==> config.mk <==
export PLATFORM = sky130hd
export DESIGN_NAME = tccp_timer
export DESIGN_NICKNAME = d
export VERILOG_FILES = /design/src/tccp_timer.v
export VERILOG_INCLUDE_DIRS = /design/src
export SDC_FILE = /design/constraint.sdc
export NUM_CORES = 1
export LEC_CHECK = 0
export ABC_AREA = 1
export BUFFER_PORTS_ARGS = -buffer_cell sky130_fd_sc_hd__buf_2
export CAP_MARGIN = 20
export CELL_PAD_IN_SITES_DETAIL_PLACEMENT = 1
export CELL_PAD_IN_SITES_GLOBAL_PLACEMENT = 1
export CORE_UTILIZATION = 37
export DETAILED_ROUTE_END_ITERATION = 12
export PLACE_DENSITY = 0.85
export SYNTH_ARGS = -nofsm -noshare
export SYNTH_HDL_FRONTEND = slang
export SYNTH_SLANG_ARGS = --single-unit
==> constraint.sdc <==
create_clock -name core_clk -period 1.75 [get_ports core_clk]
set_clock_uncertainty 0.2 [all_clocks]
set_input_delay 0.0875 -clock core_clk [delete_from_list [all_inputs] [get_ports core_clk]]
set_output_delay 0.0875 -clock core_clk [all_outputs]
set_load 0.02 [all_outputs]
==> src/tccp_defines.vh <==
// Constants for the timer with capture, compare and PWM channels.
`ifndef TCCP_DEFINES_VH
`define TCCP_DEFINES_VH
`define TCCP_CNT_W        16
`define TCCP_CNT_MAX      16'hffff
`define TCCP_CNT_ZERO     16'h0000
`define TCCP_CNT_ONE      16'h0001
`define TCCP_SYNC_W       2
`define TCCP_MODE_W       2
`define TCCP_MODE_OFF     2'h0
`define TCCP_MODE_CAPTURE 2'h1
`define TCCP_MODE_COMPARE 2'h2
`define TCCP_MODE_PWM     2'h3
`define TCCP_EDGE_RISE    2'h1
`define TCCP_EDGE_FALL    2'h2
`define TCCP_EDGE_BOTH    2'h3
`define TCCP_SRC_CLOCK    1'b0
`define TCCP_SRC_EVENT    1'b1
`define TCCP_DT_W         8
`endif

==> src/tccp_timer.v <==
// Timer core: 16-bit counter with capture, compare and PWM channels.
// What this block does
// Sixteen-bit counter with up to four channels.
// Each channel picks capture, compare or PWM.
// Capture copies counter into buffer on event.
// Compare output follows counter versus threshold.
// PWM waveform follows successive compare values written.
// Dead-time insertion only when HAS_DTI is nonzero, in PWM mode.
// Counts events and emits triggers to signal network.
// Enabled counter steps by one, wraps at max.
`timescale 1ns/1ps
`include "tccp_defines.vh"
module tccp_timer #(
  parameter NCH        = 4,
  parameter HAS_DTI    = 0
) (
  // Clock and reset
  input  wire                       core_clk,
  input  wire                       rst_b,
  // Counter control
  input  wire                       cnt_enable,
  input  wire                       cnt_source,
  input  wire                       cnt_event,
  // Channel configuration
  input  wire [NCH*2-1:0]           ch_mode,
  input  wire [NCH*2-1:0]           ch_edge,
  input  wire [NCH*16-1:0]          ch_compare,
  input  wire [NCH-1:0]             ch_compare_load,
  input  wire [`TCCP_DT_W-1:0]      dead_time,
  // Channel pins and results
  input  wire [NCH-1:0]             ch_in,
  output wire [NCH-1:0]             ch_out,
  output wire [NCH-1:0]             ch_out_comp,
  output wire [NCH*16-1:0]          ch_capture,
  output wire [NCH-1:0]             ch_capture_valid,
  // Counter state and network triggers
  output reg  [`TCCP_CNT_W-1:0]     count,
  output reg                        overflow_trig,
  output wire [NCH-1:0]             peripheral_signal_network
);

  localparam CW  = `TCCP_CNT_W;
  localparam MW  = `TCCP_MODE_W;
  localparam SW  = `TCCP_SYNC_W;
  localparam DTW = `TCCP_DT_W;

  reg  [SW-1:0]  event_sync;
  reg            event_prev;
  wire           event_rise;
  wire           step;
  wire           wrap;
  reg  [CW-1:0]  next_count;

  assign event_rise = event_sync[SW-1] & ~event_prev;
  assign step       = cnt_enable & ((cnt_source == `TCCP_SRC_CLOCK) | event_rise);
  assign wrap       = step & (count == `TCCP_CNT_MAX);

  // Next counter value: one step up, back to zero after the top value.
  always @* begin
    if (wrap) begin
      next_count = `TCCP_CNT_ZERO;
    end else if (step) begin
      next_count = count + `TCCP_CNT_ONE;
    end else begin
      next_count = count;
    end
  end

  // The event line is asynchronous, so only the second flop feeds the edge detector.
  always @(posedge core_clk or negedge rst_b) begin
    if (!rst_b) begin
      event_sync <= {SW{1'b0}};
      event_prev <= 1'b0;
    end else begin
      event_sync <= {event_sync[SW-2:0], cnt_event};
      event_prev <= event_sync[SW-1];
    end
  end

  always @(posedge core_clk or negedge rst_b) begin
    if (!rst_b) begin
      count         <= `TCCP_CNT_ZERO;
      overflow_trig <= 1'b0;
    end else begin
      count         <= next_count;
      overflow_trig <= wrap;
    end
  end

  genvar i;
  generate
    for (i = 0; i < NCH; i = i + 1) begin : g_ch
      wire [MW-1:0]  mode;
      wire [MW-1:0]  edge_sel;
      wire [CW-1:0]  cmp_value;
      reg  [SW-1:0]  in_sync;
      reg            in_prev;
      wire           rise;
      wire           fall;
      reg            hit;
      reg  [CW-1:0]  thresh;
      wire           load_ok;
      wire           match;
      reg            raw;
      reg            next_raw;
      reg  [DTW-1:0] dt_cnt;
      reg            out_q;
      reg            comp_q;
      reg  [CW-1:0]  cap_q;
      reg            cap_valid_q;
      reg            trig_q;

      assign mode      = ch_mode[i*MW +: MW];
      assign edge_sel  = ch_edge[i*MW +: MW];
      assign cmp_value = ch_compare[i*CW +: CW];
      assign rise      = in_sync[SW-1] & ~in_prev;
      assign fall      = ~in_sync[SW-1] & in_prev;
      assign match     = (count == thresh);
      // PWM takes new values only at wrap or while stopped so each period stays whole.
      assign load_ok   = (mode != `TCCP_MODE_PWM) | wrap | ~cnt_enable;

      always @* begin
        case (edge_sel)
          `TCCP_EDGE_RISE: hit = rise;
          `TCCP_EDGE_FALL: hit = fall;
          `TCCP_EDGE_BOTH: hit = rise | fall;
          default:         hit = 1'b0;
        endcase
      end

      always @* begin
        case (mode)
          `TCCP_MODE_COMPARE: next_raw = (count >= thresh);
          `TCCP_MODE_PWM:     next_raw = (count < thresh);
          default:            next_raw = 1'b0;
        endcase
      end

      always @(posedge core_clk or negedge rst_b) begin
        if (!rst_b) begin
          in_sync <= {SW{1'b0}};
          in_prev <= 1'b0;
        end else begin
          in_sync <= {in_sync[SW-2:0], ch_in[i]};
          in_prev <= in_sync[SW-1];
        end
      end

      always @(posedge core_clk or negedge rst_b) begin
        if (!rst_b) begin
          thresh <= `TCCP_CNT_ZERO;
        end else if (ch_compare_load[i] && load_ok) begin
          thresh <= cmp_value;
        end
      end

      always @(posedge core_clk or negedge rst_b) begin
        if (!rst_b) begin
          cap_q       <= `TCCP_CNT_ZERO;
          cap_valid_q <= 1'b0;
        end else begin
          cap_valid_q <= 1'b0;
          if (mode == `TCCP_MODE_CAPTURE && hit) begin
            cap_q       <= count;
            cap_valid_q <= 1'b1;
          end
        end
      end

      always @(posedge core_clk or negedge rst_b) begin
        if (!rst_b) begin
          trig_q <= 1'b0;
        end else if (mode == `TCCP_MODE_CAPTURE) begin
          trig_q <= hit;
        end else begin
          trig_q <= (mode != `TCCP_MODE_OFF) & step & match;
        end
      end

      // Both outputs go low while the dead-time counter runs after an edge.
      always @(posedge core_clk or negedge rst_b) begin
        if (!rst_b) begin
          raw    <= 1'b0;
          dt_cnt <= {DTW{1'b0}};
          out_q  <= 1'b0;
          comp_q <= 1'b0;
        end else begin
          raw <= next_raw;
          if (HAS_DTI != 0 && mode == `TCCP_MODE_PWM) begin
            if (raw != next_raw) begin
              dt_cnt <= dead_time;
              out_q  <= 1'b0;
              comp_q <= 1'b0;
            end else if (dt_cnt != {DTW{1'b0}}) begin
              dt_cnt <= dt_cnt - {{(DTW-1){1'b0}}, 1'b1};
            end else begin
              out_q  <= raw;
              comp_q <= ~raw;
            end
          end else begin
            dt_cnt <= {DTW{1'b0}};
            out_q  <= raw;
            comp_q <= 1'b0;
          end
        end
      end

      assign ch_out[i]                    = out_q;
      assign ch_out_comp[i]               = comp_q;
      assign ch_capture[i*CW +: CW]       = cap_q;
      assign ch_capture_valid[i]          = cap_valid_q;
      assign peripheral_signal_network[i] = trig_q;

    end
  endgenerate

endmodule

# Word level (Yosys, flattened, before mapping)
# Index checks and enable logic that the tools add are counted.
# op_classes
n_eq_ne	33
add_sub_neg	1
muxes	18
n_lt_le_gt_ge	8
n_reduce_logical	13
n_bitwise	43
# ops
cell	count
$eq A16 B16 Y1	4
$ge A16 B16 Y1	4
$lt A16 B16 Y1	4
$eq A2 B2 Y1 const B	16
$mux W16	2
$and A1 B1 Y1	19
$add A16 B1 Y16 const B	1
$eq A16 B16 Y1 const B	1
$eq A2 B1 Y1 const B	8
$or A1 B1 Y1	13
$pmux W1 S3	4
$not A1 Y1	11
$reduce_bool A2 Y1	5
$logic_and A1 B1 Y1	8
$mux W1	8
$ne A2 B2 Y1 const B	4
$pmux W1 S2	4
# totals
out_inout_bits	97
regBits	176
word_cells	152

# Depth between registers and ports, before layout
# Gate-level depths: netlist (run 1).
# depth
ltp_word	8
ltp_mapped	13
depth_no_buf	13

# Worst setup path before layout (run 1)
# Ideal clock, no wire load.
# synth_path
kind	register -> register
startpoint	reg count[1]
endpoint	reg g_ch[1].thresh[10]
period_less_slack_ns	2.015
t_arrival_ns	1.698
setup_slack_ns	-0.265
path_stages_with_launch	10
path_buffers	1
cell_sequence	dfrtp_1 ha_1 nand3_1 nor2_4 nand3_4 nand3_4 nand2_4 buf_6 nand2_1 nand2_1
# synth_between
elab_chain_len	5
# synth_rtl
item	line	source
from (decl)	tccp_timer.v:37	output reg [`TCCP_CNT_W-1:0] count,
from (signal assigned)	tccp_timer.v:82	count <= `TCCP_CNT_ZERO;
from (signal assigned)	tccp_timer.v:85	count <= next_count;
$eq A16 B16 Y1 (no source line)	n/a	
$and A1 B1 Y1	tccp_timer.v:56	assign wrap = step & (count == `TCCP_CNT_MAX);
$or A1 B1 Y1 (2 in a row)	tccp_timer.v:120	assign load_ok = (mode != `TCCP_MODE_PWM) | wrap | ~cnt_enable;
$logic_and A1 B1 Y1	tccp_timer.v:152	end else if (ch_compare_load[i] && load_ok) begin
to (signal assigned)	tccp_timer.v:151	thresh <= `TCCP_CNT_ZERO;
to (signal assigned)	tccp_timer.v:153	thresh <= cmp_value;
to (decl)	tccp_timer.v:101	reg [CW-1:0] thresh;
# Every way passes these cells.
# A chain may end at the register's enable or synchronous reset.

# Worst setup path after layout (run 1)
# layout_path
startpoint	reg count[1]
endpoint	reg g_ch[1].thresh[1]
# Same word-level chain as after synthesis.

==> flow_summary.toml, run 1 <==
[synth]
yosys_warnings = 0
synth.cell_area_sq_um = 8823
async_flop_share = 1.000
synth_cell_types = 23
synth_area_per_cell_sq_um = 8.685
yosysSeqAreaShare = 0.4991
synth_seq_cells = 176
synth_edf_count = 0
synth_flop_cell = "dfrtp_1"
synthCells = 1016

[floorplan]
die_x_um = 156.4
start_util = 0.3770
die-height_um = 156.4
fp.coreArea_sq_um = 23400
fp.dieArea_sq_um = 24470
io_pins = 198
fp-row-count = 56

[setup_path]
cp.required_ns = 1.92
worstSetupEndpointType = "register"
crit_type = "reg -> reg"
crit_arrival_ns = 2.35
crit_fanout = 8
cp-start-kind = "register"

[power]
power_frac_clock = 0.254
combinationalPowerShare = 0.422
power_mw = 16.67
power.switching_mw = 7.060
powerDensity_nw_per_um2 = 1211
vdd_drop_max_mv = 0.9043
switching_share = 0.4234
p_int_mw = 9.615
p_leak_nw = 7.082
seq_power_share = 0.324

[status]
violations = "negative setup slack"
status = "finished with violations"

[sta]
setup_tns_ns = -18.13
worstMarginPinSlew_ns = 0.5870
setup_viol = 97
setup_ws_ns = -0.4221
fin_crit_ns = 2.172
min_period_over_period = 1.241
fmax_ghz = 0.4604
rsz0062_at_grt = "true"
maxSlewHeadroom = 0.6087
drv_slew = 0
finalHoldViolCount = 0

[grt]
grt_max_degree = 73
grt_antenna_before_repair = 1
gr-usage-all-layers = 0.2873
grt_pass1_vias = 9610
grt_pass1_wl_um = 52810
overflow = 0

[clock_tree]
numCtsBuffers = 17
cts.sinks = 176
clk_path_buf_depth = 2
path_clk_slew_ns = 0.09
clkLatencyLatePin_ns = 0.47
h-tree-depth = 4
cts-root-buf = "clkbuf_16"
cts_tree = "built"

[detailed_routing]
drtIter0Drc = 781
wl_per_cell_um = 25.36
drt-total-wl_um = 43440
via_count = 9516
drt-pass1-iter-count = 5
ant_nets = 0
viasPerCell = 5.555
drc = 0

[layout]
layout-drive-gt1-share = 0.3704
nets = 1554
fin_area_sq_um = 13770
final-instance-count-excl-fill = 1713
syn2layout_area_growth_pct = 56.06

[job]
drv_cap = 0

[placement]
post_dp_cell_area_sq_um = 10560
port_buffers = 185
dpl.hpwl_um = 20830
gp_congestion = 0.8512
dp.cells = 1545

[min_path]
hp-class = "in -> reg"
placed cells by master, fill, tap and decap left out, drive strengths merged, types with 26 or more instances in the layout:
cell / count
nor2: 39
o21ai: 81
buf: 289
dlygate4sd3: 88
a21oi: 26
dfrtp: 176
inv: 134
nand2: 308
nand3: 108
ha: 73
what timing repair did:
action | in CTS | in global routing
hold buffers | 88 | 0
pin swaps | 19 | 84
setup buffers | 17 | 17
gates resized for setup | 70 | 162
cloned | 0 | 12
hold endpoints to repair | 257 | 0
endpoints found under the setup margin | 83 | 102
worst paths after layout:
kind	slack, ns	from	endpoint	depth (start not counted)
max in group asynchronous	0.53	rst_b	g_ch[0].cap_q[14]$_DFFE_PN0P_	4
setup reg to reg	-0.42	count[1]$_DFFE_PN0P_	g_ch[1].thresh[1]$_DFFE_PN0P_	8
setup / recovery	-0.42	count[1]$_DFFE_PN0P_	g_ch[1].thresh[1]$_DFFE_PN0P_	8
hold / removal	0.003	ch_edge[3]	g_ch[1].cap_valid_q$_DFF_PN0_	5
min in group asynchronous	0.03	rst_b	g_ch[3].cap_q[6]$_DFFE_PN0P_	3
hold reg to reg	0.15	g_ch[1].raw$_DFF_PN0_	g_ch[1].out_q$_DFF_PN0_	0
layout make-up:
cell class	count	area (sq um)
timing repair buffer	385	3068
clock inverter	15	201.4
sequential	176	4422
inverter	125	469.2
fill	2662	9633
antenna	1	2.502
multi-input combinational	675	4782
clock buffer	17	425.4
tap	319	399.1
registers in the layout, summed over array words and instances (netlist names):
register,cells
g_ch.in_sync,8
g_ch.in_prev,4
g_ch.out_q,4
g_ch.cap_q,64
event_sync,2
g_ch.trig_q,4
count,16
g_ch.cap_valid_q,4
g_ch.thresh,64
g_ch.raw,4
event_prev,1
overflow_trig,1
layer usage:
layer,vias up,global-route usage,share of wire
met1,4743,0.3290,0.37
met5,-,0,0
li1,3983,-,-
met4,0,0.1513,0.070
met3,231,0.05566,0.078
met2,559,0.5068,0.49
through the flow:
stage          worst slack [ns]    util  hold slack [ns]
2_1_floorplan           -0.1011       -          -0.4081
3_3_place_gp            -0.1871  0.4512          -0.2430
3_5_place_dp            -0.2882  0.4512          -0.2371
4_1_cts                 -0.1030  0.5389         0.007796
5_1_grt                 -0.4737  0.5883          0.04566
6_report                -0.4221  0.5884         0.003464
power by group through the flow:
stage / clock network, mW / logic, mW / registers (mW)
finish: 4.23 / 7.04 / 5.40
global route: 4.36 / 7.40 / 5.46
CTS: 4.11 / 5.36 / 5.32
detailed placement: 0 / 4.68 / 5.38
global placement: 0 / 4.40 / 5.33
floorplan: 0 / 1.92 / 5.96
Yosys cell counts, types with 4 or more instances:
cell | count | area share
buf_6 | 6 | 0.0077
ha_1 | 73 | 0.10
nand3_4 | 5 | 0.0099
a21oi_1 | 26 | 0.015
o211a_1 | 4 | 0.0045
nand4_1 | 9 | 0.0064
nand2_4 | 5 | 0.0064
xor2_1 | 6 | 0.0060
nor2_1 | 38 | 0.016
inv_1 | 124 | 0.053
o21ai_0 | 81 | 0.046
buf_2 | 6 | 0.0034
a21o_1 | 8 | 0.0068
nor3_1 | 8 | 0.0045
dfrtp_1 | 176 | 0.50
buf_4 | 19 | 0.016
clkbuf_1 | 15 | 0.0064
nand3_1 | 103 | 0.058
nand2_1 | 300 | 0.13
worst max-delay path, stage by stage (launching register included):
cell and delay [ns]:
dfrtp_2 0.45, ha_4 0.19, nand3_2 0.11, nor2_4 0.16, nand3_4 0.20, nand3_4 0.23
clkbuf_16 0.18, nand3_1 0.10, nand2_1 0.25
kinds of logic (layout without fill, tap and decap cells):
| kind of cell | after synthesis | after routing | synth area share |
|---|---|---|---|
| adders and majority gates | 73 | 73 | 0.1035 |
| and+or+nand+nor | 470 | 473 | 0.2321 |
| DFF | 176 | 176 | 0.4991 |
| buffers and inverters | 171 | 542 | 0.08678 |
| xor gates and xnor gates | 6 | 6 | 0.005956 |
| other | 1 | 5 | 0.0004250 |
| AOI/OAI and AO/OA | 119 | 119 | 0.07204 |
(Power assumes the default switching activity.)
==> inputs of run 2 (changes only) <==
--- a/config.mk
+++ b/config.mk
@@ -6,14 +6,13 @@
 export SDC_FILE = /design/constraint.sdc
 export NUM_CORES = 1
 export LEC_CHECK = 0
-export ABC_AREA = 1
 export BUFFER_PORTS_ARGS = -buffer_cell sky130_fd_sc_hd__buf_2
 export CAP_MARGIN = 20
 export CELL_PAD_IN_SITES_DETAIL_PLACEMENT = 1
 export CELL_PAD_IN_SITES_GLOBAL_PLACEMENT = 1
-export CORE_UTILIZATION = 37
+export CORE_UTILIZATION = 39
 export DETAILED_ROUTE_END_ITERATION = 12
-export PLACE_DENSITY = 0.85
+export PLACE_DENSITY = 0.84
 export SYNTH_ARGS = -nofsm -noshare
 export SYNTH_HDL_FRONTEND = slang
 export SYNTH_SLANG_ARGS = --single-unit
==> flow_summary.toml, run 2 <==
[synth]
yosysTopAreaCell = "dfrtp_1"
synthTopCellsByArea = "dfrtp_1, mux2_2, ha_1, mux2_4, inv_1"
synth.cell_area_sq_um = 8672
synthCells = 690
synth_edf_count = 0
async_flop_share = 1.000
synth_seq_cells = 176
yosysSeqAreaShare = 0.5079
synth_area_per_cell_sq_um = 12.57
yosys_warnings = 0
ys_top_cells_by_count = "dfrtp_1, mux2_2, inv_1"
yosysMostFrequentCell = "dfrtp_1"
synth.top_cell.area_share = 0.5079
synth_flop_cell = "dfrtp_1"
synth_cell_types = 50

[sta]
fmax_ghz = 0.3192
setup_ws_ns = -1.382
maxSlewHeadroom = 0.5673
setup_tns_ns = -82.74
whs_ns = 0.05826
rsz0062_at_grt = "true"
setup_viol = 159
fin_crit_ns = 3.132
drv_slew = 0
finalHoldViolCount = 0
worstMarginPinSlew_ns = 0.6466
min_period_over_period = 1.790

[layout]
nets = 1310
layout-drive-gt1-share = 0.5631
top_regs = "g_ch.cap_q: 64 flops, g_ch.thresh: 64 flops, count: 16 flops"
syn2layout_area_growth_pct = 63.63
n_antenna_cell = 0
multi_input_area_sq_um = 4710
regArea_sq_um = 4427
final_common_cell = "buf_2"
fillers = 2164
layout_common_cells = "buf_2, dfrtp_1, buf_4, mux2_4, dlygate4sd3_1"

[placement]
port_buffers = 185
gp_congestion = 0.8854
dpl.hpwl_um = 20720

[power]
power_frac_clock = 0.283
switching_share = 0.3625
vdd_drop_max_mv = 0.7782
powerDensity_nw_per_um2 = 1011
seq_power_share = 0.360
p_leak_nw = 7.130
p_int_mw = 9.146
combinationalPowerShare = 0.358
power.switching_mw = 5.202

[detailed_routing]
drc = 0
via_count = 8242
drt-pass1-iter-count = 7
ant_nets = 0
drtIter0Drc = 647
drt-total-wl_um = 45670
viasPerCell = 5.768
wl_per_cell_um = 31.96

[grt]
grt_antenna_before_repair = 0
grt_pass1_vias = 8984
grt_max_degree = 49
gr-usage-all-layers = 0.3676
overflow = 0
grt_pass1_wl_um = 59450

[job]
drv_cap = 0

[setup_path]
crit_end = "g_ch[3].raw$_DFF_PN0_"
cp-start-kind = "register"
crit_arrival_ns = 3.29
worstSetupEndpointType = "register"
ff2ff_path_depth = 6
crit_fanout = 4
r2r-start = "count[14]$_DFFE_PN0P_"
crit_type = "reg -> reg"
cp.required_ns = 1.90
r2r_setup_slack_ns = -1.38
cp-startpoint = "count[14]$_DFFE_PN0P_"
r2r_end = "g_ch[3].raw$_DFF_PN0_"

[status]
status = "finished with violations"
violations = "negative setup slack"

[floorplan]
fp-row-count = 54
start_util = 0.3974
die_x_um = 151.1
fp.coreArea_sq_um = 21820
fp.dieArea_sq_um = 22840
io_pins = 198
die-height_um = 151.1

[clock_tree]
clk_path_buf_depth = 2
numCtsBuffers = 17
cts-root-buf = "clkbuf_16"
h-tree-depth = 4
cts.sinks = 176
path_clk_slew_ns = 0.08
cts_tree = "built"
clkLatencyLatePin_ns = 0.46

[min_path]
hp-class = "in -> async"
==> run 2: worst min-delay path by stage <==
stage / startpoint / end / slack [ns] / depth (start not counted)
after floorplan: rst_b / count[0]$_DFFE_PN0P_ / -0.41 / 0
after global placement: rst_b / g_ch[1].cap_valid_q$_DFF_PN0_ / -0.20 / 1
after detailed placement: rst_b / g_ch[1].cap_valid_q$_DFF_PN0_ / -0.21 / 1
after CTS: rst_b / g_ch[3].cap_q[8]$_DFFE_PN0P_ / 0.04 / 3
after global routing: cnt_event / event_sync[0]$_DFF_PN0_ / 0.07 / 2
final: rst_b / g_ch[1].cap_q[0]$_DFFE_PN0P_ / 0.06 / 3
==> run 2: logic make-up (layout without fill, tap and decap cells) <==
group	after synthesis	count (layout)	synth area share
AND/OR/NAND/NOR	109	109	0.06709
multiplexers	134	134	0.1861
buffers and inverters	113	568	0.06305
other	1	4	0.0004324
XOR/XNOR	12	12	0.01212
flip-flops	176	176	0.5079
adder cells (fa/ha/maj)	73	73	0.1053
AO/OA/AOI/OAI	72	73	0.05800
==> run 2: layer usage <==
metal	up-vias	global-route usage	wire length, um
met5	-	0	0
met4	0	0.2280	3934
met1	4138	0.4200	16200
li1	3270	-	-
met2	567	0.6181	21260
met3	267	0.09036	4271
==> run 2: repair_timing <==
item                                    in CTS  in global routing
hold endpoints to repair                   253                  0
pin swaps                                   47                 37
cloned                                      14                  2
hold buffers                                84                  0
buffers inserted                            50                 23
gates resized for setup                    117                 59
endpoints found under the setup margin     150                160
==> run 2: area by class of cell <==
class,instances,share of cell area
Clock inverter,12,0.009435
Timing Repair Buffer,454,0.2681
Multi-Input combinational cell,405,0.3319
Inverter,82,0.02169
Clock buffer,20,0.03218
Tap cell,280,0.02469
Sequential cell,176,0.3120
==> run 2: worst max-delay path, stage by stage (launching register included) <==
cell	delay, ns
dfrtp_2	0.48
ha_4	0.27
o21ai_1	0.51
nor2_1	0.34
or4_4	0.64
o31a_1	0.35
a211oi_2	0.23
==> run 2: power groups by stage <==
stage	clock network (mW)	registers [mW]	logic, mW
floorplan	0	5.45	1.63
global placement	0	5.08	3.40
detailed placement	0	5.13	3.60
CTS	3.94	5.06	4.33
global route	4.19	5.20	5.26
finish	4.05	5.16	5.13
==> run 2: through the flow <==
step | instances | utilization | cell area [sq um] | power, mW | worst slack, ns
floorplan | 693 | - | 9130 | 7.080 | -0.4715
global placement | 1238 | 0.5079 | 11080 | 8.481 | -0.5022
global route | 1429 | 0.6502 | 14190 | 14.65 | -1.353
CTS | 1415 | 0.6354 | 13870 | 13.33 | -0.5908
detailed placement | 1238 | 0.5079 | 11080 | 8.734 | -0.6543
finish | 1429 | 0.6502 | 14190 | 14.35 | -1.382
